File: config.mk
export PLATFORM = sky130hd
export DESIGN_NAME = cbm_ctrl
export DESIGN_NICKNAME = d
export VERILOG_FILES = /design/src/cbm_pkg.sv /design/src/cbm_sync3.sv /design/src/cbm_ctrl.sv
export SDC_FILE = /design/constraint.sdc
export NUM_CORES = 1
export LEC_CHECK = 0
export BUFFER_PORTS_ARGS = -buffer_cell sky130_fd_sc_hd__buf_4
export CAP_MARGIN = 25
export CORE_MARGIN = 4
export CORE_UTILIZATION = 45
export CTS_CLUSTER_DIAMETER = 80
export CTS_CLUSTER_SIZE = 40
export DETAILED_ROUTE_END_ITERATION = 8
export PLACE_DENSITY_LB_ADDON = 0.12
export SLEW_MARGIN = 20
export SYNTH_ARGS = -nofsm -noshare
export SYNTH_HDL_FRONTEND = slang
export SYNTH_SLANG_ARGS = --single-unit
File: constraint.sdc
create_clock -name pclk -period 5 [get_ports pclk]
set_input_delay 0.25 -clock pclk [delete_from_list [all_inputs] [get_ports pclk]]
set_output_delay 0.25 -clock pclk [all_outputs]
set_load 0.02 [all_outputs]
File: src/cbm_pkg.sv
package cbm_pkg;
    // register byte addresses
    localparam logic [7:0] ADDR_CTRL = 8'h00;
    localparam logic [7:0] ADDR_STAT = 8'h04;
    localparam logic [7:0] ADDR_BSEL = 8'h08;
    localparam logic [7:0] ADDR_ENH = 8'h0c;
    localparam logic [7:0] ADDR_FC0 = 8'h10;
    localparam logic [7:0] ADDR_INT_STAT = 8'h28;
    localparam logic [7:0] ADDR_INT_MASK = 8'h2c;
    localparam int NUM_BUF = 6;
    localparam int NUM_INT = 7;
    // field positions
    localparam int REQ_LSB = 5;
    localparam int ABORT_BIT = 4;
    localparam int WIN_LSB = 1;
    localparam int CURRENT_OPERATING_MODE_LSB = 5;
    localparam int INTERRUPT_CAUSE_CODE_LSB = 1;
    localparam int RTR_BIT = 6;
    localparam int BSEL_LSB = 2;
    localparam int WAKE_BIT = 6;
    // operating mode codes
    localparam logic [2:0] MODE_NORMAL = 3'h0;
    localparam logic [2:0] MODE_CONFIG = 3'h4;
    // enhanced mode codes
    localparam logic [1:0] ENH_LEGACY = 2'h0;
    localparam logic [1:0] ENH_MAX = 2'h2;
    // reset values, length clamp and no-cause code
    localparam logic [2:0] REQ_RST = 3'h4;
    localparam logic [2:0] WIN_RST = 3'h0;
    localparam logic [5:0] BSEL_RST = 6'h00;
    localparam logic [1:0] ENH_RST = 2'h0;
    localparam logic [6:0] INT_RST = 7'h00;
    localparam logic [3:0] DLC_MAX = 4'h8;
    localparam logic [2:0] INTERRUPT_CAUSE_CODE_NONE = 3'h0;
endpackage

File: src/cbm_sync3.sv
`timescale 1ns/10ps
module cbm_sync3 (
    // clock and reset
    input wire logic pclk,
    input wire logic presetn,
    // level in and out
    input wire logic din,
    output logic dout
);
    logic s1_ff, s2_ff, s3_ff, q_ff;
    logic nxt_q;

    // a change counts only once the second and third stages agree
    always_comb
    begin
        nxt_q = q_ff;
        if (s2_ff == s3_ff)
        begin
            nxt_q = s3_ff;
        end
    end

    always_ff @(posedge pclk or negedge presetn)
    begin
        if (!presetn)
        begin
            s1_ff <= 1'b0;
            s2_ff <= 1'b0;
            s3_ff <= 1'b0;
            q_ff <= 1'b0;
        end
        else
        begin
            s1_ff <= din;
            s2_ff <= s1_ff;
            s3_ff <= s2_ff;
            q_ff <= nxt_q;
        end
    end

    assign dout = q_ff;
endmodule // cbm_sync3

File: src/cbm_ctrl.sv
// Design decisions made here: the register addresses and the APB interface to the registers.
`timescale 1ns/10ps
// Notes on behaviour
// - a request for configuration mode is held off until the bus is seen idle.
// - requests for operating modes zero to three take effect at once; codes five to seven also wait for idle and enter configuration.
// - the status register shows the operating mode actually in force.
// - the cause code encodes none, error, tx2, tx1, tx0, rx1, rx0, wake-up as zero to seven.
// - the wake-up flag stays set until software clears it.
// - length codes zero to eight give the byte count, nine to fifteen are reserved.
// - the frame control layout of each of six buffers applies only while its transmit enable is set.
// - buffer select bits seven to two make buffers five to zero transmit (one) or receive (zero).
// - buffer length and select registers exist only in enhanced modes one and two.
// - the two low bits of the buffer select register read as zero.
// - the abort-all request clears itself once no transmission is pending.
module cbm_ctrl (
    // apb slave
    input wire logic pclk,
    input wire logic presetn,
    input wire logic psel,
    input wire logic penable,
    input wire logic pwrite,
    input wire logic [7:0] paddr,
    input wire logic [31:0] pwdata,
    output logic [31:0] prdata,
    output logic pready,
    output logic pslverr,
    // can core side
    input wire logic bus_idle_pin,
    input wire logic err_evt,
    input wire logic [2:0] txb_evt,
    input wire logic [1:0] rxb_evt,
    input wire logic wake_evt,
    input wire logic [2:0] tx_pending,
    // control out
    output logic [2:0] current_operating_mode,
    output logic abort_all_tx,
    output logic [5:0] buffer_tx_enable,
    output logic [5:0] tx_remote_request,
    output logic [23:0] buffer_dlc,
    output logic [23:0] buffer_len,
    output logic irq
);
    logic bus_idle_s;
    logic acc, wr, rd;
    logic [2:0] req_ff, nxt_req, cur_ff, nxt_cur, win_ff, nxt_win;
    logic abort_ff, nxt_abort;
    logic [1:0] enh_ff, nxt_enh;
    logic [5:0] sel_ff, nxt_sel, rtr_ff, nxt_rtr;
    logic [23:0] dlc_ff, nxt_dlc, len_ff, nxt_len;
    logic [6:0] pend_ff, nxt_pend, mask_ff, nxt_mask, evt;
    logic [2:0] interrupt_cause_code;
    logic irq_ff, nxt_irq;
    logic pready_ff, nxt_pready, pslverr_ff, nxt_pslverr;
    logic [31:0] prdata_ff, nxt_prdata;

    cbm_sync3 u_idle_sync (
        .pclk(pclk),
        .presetn(presetn),
        .din(bus_idle_pin),
        .dout(bus_idle_s)
    );

    // one wait state so that read data comes from a flop
    assign acc = psel && penable && pready_ff;
    assign wr = acc && pwrite;
    assign rd = acc && !pwrite;
    assign evt = {wake_evt, rxb_evt[0], rxb_evt[1], txb_evt[0], txb_evt[1], txb_evt[2], err_evt};

    // lowest code wins when several causes are pending
    always_comb
    begin
        interrupt_cause_code = cbm_pkg::INTERRUPT_CAUSE_CODE_NONE;
        for (int i = cbm_pkg::NUM_INT - 1; i >= 0; i--)
        begin
            if (pend_ff[i] && mask_ff[i])
            begin
                interrupt_cause_code = 3'(i + 1);
            end
        end
    end

    // control, mode and interrupt state
    always_comb
    begin
        nxt_req = req_ff;
        nxt_win = win_ff;
        nxt_abort = abort_ff;
        nxt_enh = enh_ff;
        nxt_mask = mask_ff;
        if (abort_ff && tx_pending == 3'h0)
        begin
            nxt_abort = 1'b0;
        end
        if (wr && paddr == cbm_pkg::ADDR_CTRL)
        begin
            nxt_req = pwdata[cbm_pkg::REQ_LSB +: 3];
            nxt_win = pwdata[cbm_pkg::WIN_LSB +: 3];
            if (pwdata[cbm_pkg::ABORT_BIT])
            begin
                nxt_abort = 1'b1;
            end
        end
        if (wr && paddr == cbm_pkg::ADDR_ENH && pwdata[1:0] <= cbm_pkg::ENH_MAX)
        begin
            nxt_enh = pwdata[1:0];
        end
        if (wr && paddr == cbm_pkg::ADDR_INT_MASK)
        begin
            nxt_mask = pwdata[6:0];
        end
        // configuration waits for an idle bus so no frame is cut short
        nxt_cur = cur_ff;
        if (req_ff[2])
        begin
            if (bus_idle_s)
            begin
                nxt_cur = cbm_pkg::MODE_CONFIG;
            end
        end
        else
        begin
            nxt_cur = req_ff;
        end
        // set wins over a write-one clear
        nxt_pend = pend_ff;
        if (wr && paddr == cbm_pkg::ADDR_INT_STAT)
        begin
            nxt_pend = pend_ff & ~pwdata[6:0];
        end
        nxt_pend = nxt_pend | evt;
        nxt_irq = |(nxt_pend & nxt_mask);
    end

    // buffer direction and frame control
    always_comb
    begin
        nxt_sel = sel_ff;
        nxt_rtr = rtr_ff;
        nxt_dlc = dlc_ff;
        if (wr && paddr == cbm_pkg::ADDR_BSEL && enh_ff != cbm_pkg::ENH_LEGACY)
        begin
            nxt_sel = pwdata[cbm_pkg::BSEL_LSB +: 6];
        end
        if (nxt_enh == cbm_pkg::ENH_LEGACY)
        begin
            nxt_sel = cbm_pkg::BSEL_RST;
        end
        for (int n = 0; n < cbm_pkg::NUM_BUF; n++)
        begin
            if (wr && paddr == cbm_pkg::ADDR_FC0 + 8'(4 * n) && sel_ff[n] && enh_ff != cbm_pkg::ENH_LEGACY)
            begin
                nxt_rtr[n] = pwdata[cbm_pkg::RTR_BIT];
                nxt_dlc[4 * n +: 4] = pwdata[3:0];
            end
        end
    end

    // reserved length codes clamp to eight bytes
    genvar g;
    generate
        for (g = 0; g < cbm_pkg::NUM_BUF; g++)
        begin : g_len
            assign nxt_len[4 * g +: 4] = !nxt_sel[g] ? 4'h0 :
                (nxt_dlc[4 * g +: 4] > cbm_pkg::DLC_MAX) ? cbm_pkg::DLC_MAX : nxt_dlc[4 * g +: 4];
        end
    endgenerate

    // apb answer
    always_comb
    begin
        nxt_pready = psel && penable && !pready_ff;
        nxt_pslverr = 1'b0;
        nxt_prdata = 32'h0000_0000;
        if (psel && penable && !pready_ff)
        begin
            unique case (paddr)
                cbm_pkg::ADDR_CTRL:
                begin
                    nxt_prdata[cbm_pkg::REQ_LSB +: 3] = req_ff;
                    nxt_prdata[cbm_pkg::ABORT_BIT] = abort_ff;
                    nxt_prdata[cbm_pkg::WIN_LSB +: 3] = win_ff;
                end
                cbm_pkg::ADDR_STAT:
                begin
                    nxt_prdata[cbm_pkg::CURRENT_OPERATING_MODE_LSB +: 3] = cur_ff;
                    nxt_prdata[cbm_pkg::INTERRUPT_CAUSE_CODE_LSB +: 3] = interrupt_cause_code;
                end
                cbm_pkg::ADDR_BSEL:
                begin
                    nxt_prdata[cbm_pkg::BSEL_LSB +: 6] = sel_ff;
                end
                cbm_pkg::ADDR_ENH:
                begin
                    nxt_prdata[1:0] = enh_ff;
                end
                cbm_pkg::ADDR_INT_STAT:
                begin
                    nxt_prdata[6:0] = pend_ff;
                end
                cbm_pkg::ADDR_INT_MASK:
                begin
                    nxt_prdata[6:0] = mask_ff;
                end
                default:
                begin
                    nxt_pslverr = 1'b1;
                    for (int n = 0; n < cbm_pkg::NUM_BUF; n++)
                    begin
                        if (paddr == cbm_pkg::ADDR_FC0 + 8'(4 * n))
                        begin
                            nxt_pslverr = 1'b0;
                            // receive-mode layout is not held here, so it reads as zero
                            if (sel_ff[n])
                            begin
                                nxt_prdata[cbm_pkg::RTR_BIT] = rtr_ff[n];
                                nxt_prdata[3:0] = dlc_ff[4 * n +: 4];
                            end
                        end
                    end
                end
            endcase
        end
    end

    always_ff @(posedge pclk or negedge presetn)
    begin
        if (!presetn)
        begin
            req_ff <= cbm_pkg::REQ_RST;
            cur_ff <= cbm_pkg::MODE_CONFIG;
            win_ff <= cbm_pkg::WIN_RST;
            abort_ff <= 1'b0;
            enh_ff <= cbm_pkg::ENH_RST;
            sel_ff <= cbm_pkg::BSEL_RST;
            rtr_ff <= 6'h00;
            dlc_ff <= 24'h00_0000;
            len_ff <= 24'h00_0000;
            pend_ff <= cbm_pkg::INT_RST;
            mask_ff <= cbm_pkg::INT_RST;
            irq_ff <= 1'b0;
            pready_ff <= 1'b0;
            pslverr_ff <= 1'b0;
            prdata_ff <= 32'h0000_0000;
        end
        else
        begin
            req_ff <= nxt_req;
            cur_ff <= nxt_cur;
            win_ff <= nxt_win;
            abort_ff <= nxt_abort;
            enh_ff <= nxt_enh;
            sel_ff <= nxt_sel;
            rtr_ff <= nxt_rtr;
            dlc_ff <= nxt_dlc;
            len_ff <= nxt_len;
            pend_ff <= nxt_pend;
            mask_ff <= nxt_mask;
            irq_ff <= nxt_irq;
            pready_ff <= nxt_pready;
            pslverr_ff <= nxt_pslverr;
            prdata_ff <= nxt_prdata;
        end
    end

    assign prdata = prdata_ff;
    assign pready = pready_ff;
    assign pslverr = pslverr_ff;
    assign current_operating_mode = cur_ff;
    assign abort_all_tx = abort_ff;
    assign buffer_tx_enable = sel_ff;
    assign tx_remote_request = rtr_ff;
    assign buffer_dlc = dlc_ff;
    assign buffer_len = len_ff;
    assign irq = irq_ff;

    property p_cfg_wait;
        @(posedge pclk) disable iff (!presetn)
        (req_ff[2] && !bus_idle_s && cur_ff != cbm_pkg::MODE_CONFIG) |=> cur_ff != cbm_pkg::MODE_CONFIG;
    endproperty
    a_cfg_wait: assert property (p_cfg_wait) else $error("config entered on busy bus");
    property p_cfg_enter;
        @(posedge pclk) disable iff (!presetn)
        (req_ff[2] && bus_idle_s) |=> cur_ff == cbm_pkg::MODE_CONFIG;
    endproperty
    a_cfg_enter: assert property (p_cfg_enter) else $error("config not entered on idle bus");
    property p_imm_mode;
        @(posedge pclk) disable iff (!presetn)
        wr && paddr == cbm_pkg::ADDR_CTRL && !pwdata[7] |=> ##1 cur_ff == $past(pwdata[7:5], 2);
    endproperty
    a_imm_mode: assert property (p_imm_mode) else $error("mode not taken at once");
    property p_stat_mode;
        @(posedge pclk) disable iff (!presetn)
        rd && paddr == cbm_pkg::ADDR_STAT |-> prdata[7:5] == $past(cur_ff);
    endproperty
    a_stat_mode: assert property (p_stat_mode) else $error("status mode mismatch");
    property p_interrupt_cause_code_err;
        @(posedge pclk) disable iff (!presetn)
        pend_ff[0] && mask_ff[0] |-> interrupt_cause_code == 3'h1;
    endproperty
    a_interrupt_cause_code_err: assert property (p_interrupt_cause_code_err) else $error("error cause code wrong");
    property p_wake_hold;
        @(posedge pclk) disable iff (!presetn)
        pend_ff[cbm_pkg::WAKE_BIT] && !(wr && paddr == cbm_pkg::ADDR_INT_STAT) |=> pend_ff[cbm_pkg::WAKE_BIT];
    endproperty
    a_wake_hold: assert property (p_wake_hold) else $error("wake flag dropped");
    property p_rtr_wr;
        @(posedge pclk) disable iff (!presetn)
        wr && paddr == cbm_pkg::ADDR_FC0 && sel_ff[0] && enh_ff != 2'h0 |=> tx_remote_request[0] == $past(pwdata[6]);
    endproperty
    a_rtr_wr: assert property (p_rtr_wr) else $error("rtr not stored");
    property p_len_clamp;
        @(posedge pclk) disable iff (!presetn)
        sel_ff[0] && dlc_ff[3:0] > 4'h8 |-> len_ff[3:0] == 4'h8;
    endproperty
    a_len_clamp: assert property (p_len_clamp) else $error("reserved length not clamped");
    property p_bsel_low;
        @(posedge pclk) disable iff (!presetn)
        rd && paddr == cbm_pkg::ADDR_BSEL |-> prdata[1:0] == 2'h0;
    endproperty
    a_bsel_low: assert property (p_bsel_low) else $error("select low bits not zero");
    property p_legacy;
        @(posedge pclk) disable iff (!presetn)
        enh_ff == cbm_pkg::ENH_LEGACY |-> sel_ff == 6'h00;
    endproperty
    a_legacy: assert property (p_legacy) else $error("select active in legacy mode");
    property p_abort_clr;
        @(posedge pclk) disable iff (!presetn)
        abort_ff && tx_pending == 3'h0 && !wr |=> !abort_ff;
    endproperty
    a_abort_clr: assert property (p_abort_clr) else $error("abort did not clear");

    c_cfg: cover property (@(posedge pclk) disable iff (!presetn) req_ff[2] && !bus_idle_s ##1 bus_idle_s);
    c_wake: cover property (@(posedge pclk) disable iff (!presetn) wake_evt ##2 irq);
    c_abort: cover property (@(posedge pclk) disable iff (!presetn) $fell(abort_ff));
endmodule // cbm_ctrl

== Word-level counts from Yosys, hierarchy flattened ==
Cells that the tools add are included.
Operators by class
  bitwise logic cells: 4
  eq/ne operators: 13
  magnitude comparators: 7
  reduce and logical (&&, ||, !) cells: 45
  multiplexer cells: 81
Operator list (number)
  two-way mux 4 bit: 34
  logical AND 1 bit: 37
  equality test 8 x 5 -> 1 bit, second input constant: 4
  equality test 8 x 6 -> 1 bit, second input constant: 4
  two-way mux 3 bit: 9
  two-way mux 1 bit: 25
  > comparator 4 bit, second input constant: 6
  equality test 8 x 4 -> 1 bit, second input constant: 2
  bitwise AND 7 bit: 2
  two-way mux 7 bit: 2
  two-way mux 6 bit: 2
  case mux 1 bit (6 select lines): 2
  case mux 2 bit (6 select lines): 1
  equality test 8 x 3 -> 1 bit, second input constant: 1
  zero test 8 bit: 1
  two-way mux 8 bit: 1
  case mux 1 bit (4 select lines): 2
  NOT 7 bit: 1
  OR 7 bit: 1
  OR reduction 7 bit: 1
  OR reduction 6 bit: 1
  case mux 1 bit (5 select lines): 1
  zero test 3 bit: 1
  case mux 1 bit (3 select lines): 1
  other kinds (8): 8
Word-level totals
  flip-flop bits (word level): 101
  logic and storage cells: 174
  input port bits: 56
  output and inout port bits: 99

== Depth between registers and ports, before layout ==
  depth after elaboration: 18
  gate-level depth with buffers: 8
  mapped depth without buffers: 5

== Cells and area by module ==
Synthesis repeated with hierarchy kept, for this count alone.
Second synthesis, totals
  cell total of the unflattened synthesis: 432
  area, all modules: 4804.6 µm²
Modules (own cells, without submodules)
  cbm_ctrl: cells an instance 427, area each 4693.3 µm², times used 1
  cbm_sync3: cells an instance 5, area each 111.4 µm², times used 1

== Worst setup path before layout ==
OpenSTA, ideal clock, no wires.
  path kind: input to register
  start point: input port paddr[5]
  end point: register irq_ff, in the netlist irq
  slack: 2741 ps
  data arrival time: 2123 ps
  stages on the path: 7
  path through: buf_2 or4b_1 clkbuf_1 nor3_2 mux2_2 a222oi_1 nand4b_1
RTL lines
  from (decl): RTL line cbm_ctrl.sv:22  | input wire logic [7:0] paddr,
  equality test 8 x 6 -> 1 bit: RTL line cbm_ctrl.sv:107  | if (wr && paddr == cbm_pkg::ADDR_INT_MASK)
  logical AND 1 bit: RTL line cbm_ctrl.sv:107
  two-way mux 7 bit: RTL line cbm_ctrl.sv:107
  named net nxt_mask[3]: RTL line cbm_ctrl.sv:50  | logic [6:0] pend_ff, nxt_pend, mask_ff, nxt_mask, evt;
  bitwise AND 7 bit: RTL line cbm_ctrl.sv:131  | nxt_irq = |(nxt_pend & nxt_mask);
  OR reduction 7 bit: RTL line cbm_ctrl.sv:131
  named net nxt_irq: RTL line cbm_ctrl.sv:52  | logic irq_ff, nxt_irq;
  to (signal assigned): RTL line cbm_ctrl.sv:258  | irq_ff <= nxt_irq;
  to (decl): RTL line cbm_ctrl.sv:52
The timed path passes the listed nets, and every way through them passes these cells.
A chain may end at the register's enable or synchronous reset.

== Worst setup path after layout ==
  start point: input port paddr[5]
  end point: register len_ff[15], in the netlist buffer_len[15]
Between the ends
  word-level cells in the longest chain between the ends: 8
RTL lines
  equality test 8 x 5 -> 1 bit *: RTL line cbm_ctrl.sv:150  | if (wr && paddr == cbm_pkg::ADDR_FC0 + 8'(4 * n) && sel_ff[n] && enh_ff != cbm_pkg::ENH_LEGACY)
  logical AND 1 bit * (3 in series): RTL line cbm_ctrl.sv:150
  two-way mux 4 bit *: RTL line cbm_ctrl.sv:150
  named net nxt_dlc[15]: RTL line cbm_ctrl.sv:49  | logic [23:0] dlc_ff, nxt_dlc, len_ff, nxt_len;
  > comparator 4 bit: RTL line cbm_ctrl.sv:164  | (nxt_dlc[4 * g +: 4] > cbm_pkg::DLC_MAX) ? cbm_pkg::DLC_MAX : nxt_dlc[4 * g +: 4];
  two-way mux 4 bit *: RTL line cbm_ctrl.sv:164
  two-way mux 4 bit *: RTL line cbm_ctrl.sv:163  | assign nxt_len[4 * g +: 4] = !nxt_sel[g] ? 4'h0 :
  named net nxt_len[15]: RTL line cbm_ctrl.sv:49
  to (signal assigned): RTL line cbm_ctrl.sv:255  | len_ff <= nxt_len;
  to (decl): RTL line cbm_ctrl.sv:49
The timed path passes the listed nets; every way through them passes the cells marked *.

==> summary.md <==
| Metric | Value |
|---|---|
| Post_cts resized | 0 |
| Capture point of the worst path | buffer_len[15]$_DFF_PN0_ |
| Detail Placement HPWL | 10280 µm |
| Wl on met1 | between 6000 and 7000 µm |
| Register-to-Register Path Depth | 5 |
| Finish-stage setup viols | 0 |
| Mux cell area share after synthesis | 0.1207 |
| CTS sink count | 101 |
| H-tree Lvls | 3 |
| Final Cycle Share | 0.4696 |
| Worst Setup Start Kind | input port |
| Clk slew on worst S/H paths | 110 ps |
| Cell taking the most area after synthesis | dfrtp_1 |
| Final worst path period need | 2348 ps |
| Combinational family with the most area after synthesis | simple AND/OR/NAND/NOR gates |
| Met2 Wirelength | 6292 µm |
| Adder-cell share of the synthesized area | 0.002012 |
| Area Overhead vs Synth | 20.72% |
| Final WL | 13960 µm |
| Synth Area in Simple Gates | 0.1564 |
| Core area | roughly 11000 µm² |
| Critical Path RT | 5260 ps |
| P per Cell Area | 239.9 nW/µm² |
| Vias per cell | 5.632 |
| Clock Latency Late Sink | 370 ps |
| Die W | approximately 110 µm |
| Initial Utilization | 0.4589 |
| First-pass GRT wire length | between 20000 and 25000 µm |
| Clock Root Buffer | clkbuf_8 |
| Flops & latches, synth | 101 |
| Outcome | complete, no violations |
| RR Endpoint | buffer_len[23]$_DFF_PN0_ |
| Peak VDD IR | about 0.15 mV |
| Crit. End Element | flip-flop |
| DR vias | approximately 4000 |
| Ys flop type | dfrtp_1 |
| Largest net degree at the start of global routing | 59 |
| Post-DR wirelength/cell | 20.05 µm |
| Commonest cells in the netlist | dfrtp_1, mux2_2, nand2_1, a21oi_1, buf_4 |
| Register area | 2530 µm² |
| Distinct cell type count after synthesis | 59 |
| Syn Inst Count | 451 |
| Die Ht | about 110 µm |
| Die area | 12800 µm² |
| WHS | 79.58 ps |
| Slew @ Worst Pin | 916.5 ps |
| CTS tree | yes |
| Initial antenna violation count | 0 |
| Synth area leaders | dfrtp_1, mux2_2, buf_4 |
| Count of input and output buffers | ~110 |
| Worst r2r src | pready$_DFF_PN0_ |
| Critical path type | input port to flip-flop |
| Worst reg-to-reg setup slack | 2650 ps |
| Setup total negative slack | 0 ps |
| Iter 0 DRT Violations | 293 |
| Pins over their slew limit | 0 |
| Hold/Removal Path Class | input port to flip-flop |
| Post-Syn Area | between 4000 and 5000 µm² |
| Hold buffer count at cts | 2 |
| Pleak | 2.847 nW |
| Total CTS buffers | 9 |
| Worst Skew | 17.02 ps |
| FILL cells | 963 |
| Post-CTS Setup Bufs | 0 |
| Ys Warns | 0 |
| Setup WS pre-CTS | 2072 ps |
| GRT Util Overall | 0.2199 |
| Antenna cells | 0 |
| CP max FO | 17 |
| Register area share after synthesis | 0.5086 |
| Final ANT Viol Nets | 0 |
| Post-synthesis xor/xnor area fraction | 0 |
| CP Data Arrival Time | 2610 ps |
| Share of layout cells above drive strength 1 | 0.3651 |
| Unrepaired setup endpoints after global routing | false |
| Rel. slew slack | 0.3804 |
| Crit path from | paddr[5] |
| Maxcap violations | 0 |
| Syn_area_per_cell | between 10 and 15 µm² |
| Asr flop ratio synth | 1.000 |
| Num rows | 38 |
| Routed length on met3 | roughly 900 µm |
| GRT overflow | 0 |
| Final worst-path setup slack | 2652 ps |
| Top layer in use | met4 |
| Fin nets | approximately 600 |
| Yosys top cell area share | 0.4980 |
| Synth Area in Compound Gates | 0.1451 |
| Hold Crit Depth | 2 |
| Count leader, synth | dfrtp_1 |
| Area of the multi-input gates | 2211 µm² |
| DRC violations left | 0 |
| CTS max path bufs | 2 |
| Routability congestion estimate from global placement | 0.8906 |
| Number of synthesized flops with an enable pin | 0 |
| I/O pin count | 155 |
| Final Hold Vio Count | 0 |
| Max Freq | between 400 and 500 MHz |
| First-pass iteration count of the detailed router | 5 |
| Vias in the first global route | about 3700 |
## per-stage QoR
step / utilization / cell area, µm² / total power, mW / std cells
after floorplan: - / 5061 / 0.9024 / 474
after global placement: 0.5336 / 5784 / 0.9479 / 678
after detailed placement: 0.5336 / 5784 / 0.9483 / 678
after CTS: 0.5531 / 5996 / 1.449 / 696
after global routing: 0.5540 / 6006 / 1.495 / 696
final: 0.5540 / 6006 / 1.441 / 696
## kinds of logic after synthesis
| family | count (synthesis) |
|---|---|
| AOI/OAI and AO/OA | 100 |
| muxes | 54 |
| and+or+nand+nor | 131 |
| buffers and inverters | 63 |
| other | 1 |
| adders and majority gates | 1 |
| DFF | 101 |
## power breakdown
group	total, mW	switching (mW)	leakage (nW)	internal [mW]
clock	0.507	0.314	0.0989	0.193
combinational	0.111	0.0793	1.40	0.0314
sequential	0.823	0.00273	1.35	0.820
## area by class of cell
class,count,share of cell area
Sequential cell,101,0.4213
Tap cell,140,0.02917
Clock inverter,7,0.01125
Inverter,20,0.01250
Clock buffer,9,0.02063
Multi-Input combinational cell,310,0.3681
Timing Repair Buffer,109,0.1371
## layer usage
| layer | up-vias | track usage |
|---|---|---|
| met5 | - | 0 |
| met4 | 0 | 0.05208 |
| met3 | 17 | 0.04652 |
| met2 | 159 | 0.3250 |
| met1 | 1935 | 0.3318 |
| li1 | 1809 | - |
## state kept, by name, summed over array words and instances, names as in the netlist, 2 cells and up
signal,flops
buffer_dlc,24
buffer_len,24
buffer_tx_enable,6
current_operating_mode,3
enh_ff,2
mask_ff,7
pend_ff,7
prdata,8
req_ff,3
tx_remote_request,6
win_ff,3
## critical path, stage by stage
cell and delay [ps]:
buf_4 180, or4b_1 620, nor3_2 370, nor2b_1 630, mux2_2 420, nor2b_1 130
## layout by cell type (no fill, tap or decap), types with 4 or more instances in the layout
| cell | synthesis | final |
|---|---|---|
| inv_1 | 20 | 20 |
| a22oi_1 | 9 | 9 |
| a2111oi_0 | 4 | 4 |
| a31oi_1 | 6 | 6 |
| a21oi_1 | 26 | 26 |
| and2_1 | 5 | 5 |
| o211a_1 | 5 | 5 |
| buf_4 | 24 | 107 |
| nor3_2 | 3 | 5 |
| nor2_1 | 13 | 13 |
| and3_1 | 4 | 4 |
| a222oi_1 | 6 | 6 |
| or3b_2 | 9 | 9 |
| o21ai_0 | 7 | 7 |
| o21ai_2 | 6 | 6 |
| nand3_1 | 7 | 7 |
| a21o_1 | 4 | 4 |
| mux2i_1 | 6 | 6 |
| a221oi_1 | 5 | 5 |
| nor3_1 | 7 | 5 |
| clkbuf_8 | 0 | 9 |
| nand2_1 | 40 | 40 |
| o22ai_1 | 6 | 6 |
| dfrtp_1 | 99 | 99 |
| mux2_2 | 48 | 48 |
| conb_1 | 1 | 24 |
| nand3b_1 | 10 | 10 |
| nor2b_1 | 11 | 11 |
## worst min-delay path by stage
stage | start | end | slack [ps]
floorplan | presetn | abort_all_tx$_DFF_PN0_ | -50
global placement | presetn | buffer_len[22]$_DFF_PN0_ | 280
detailed placement | presetn | buffer_len[22]$_DFF_PN0_ | 280
CTS | txb_evt[2] | pend_ff[1]$_DFF_PN0_ | 70
global route | txb_evt[2] | pend_ff[1]$_DFF_PN0_ | 60
finish | txb_evt[2] | pend_ff[1]$_DFF_PN0_ | 80
Note: power is estimated with default switching activity, not from simulation.
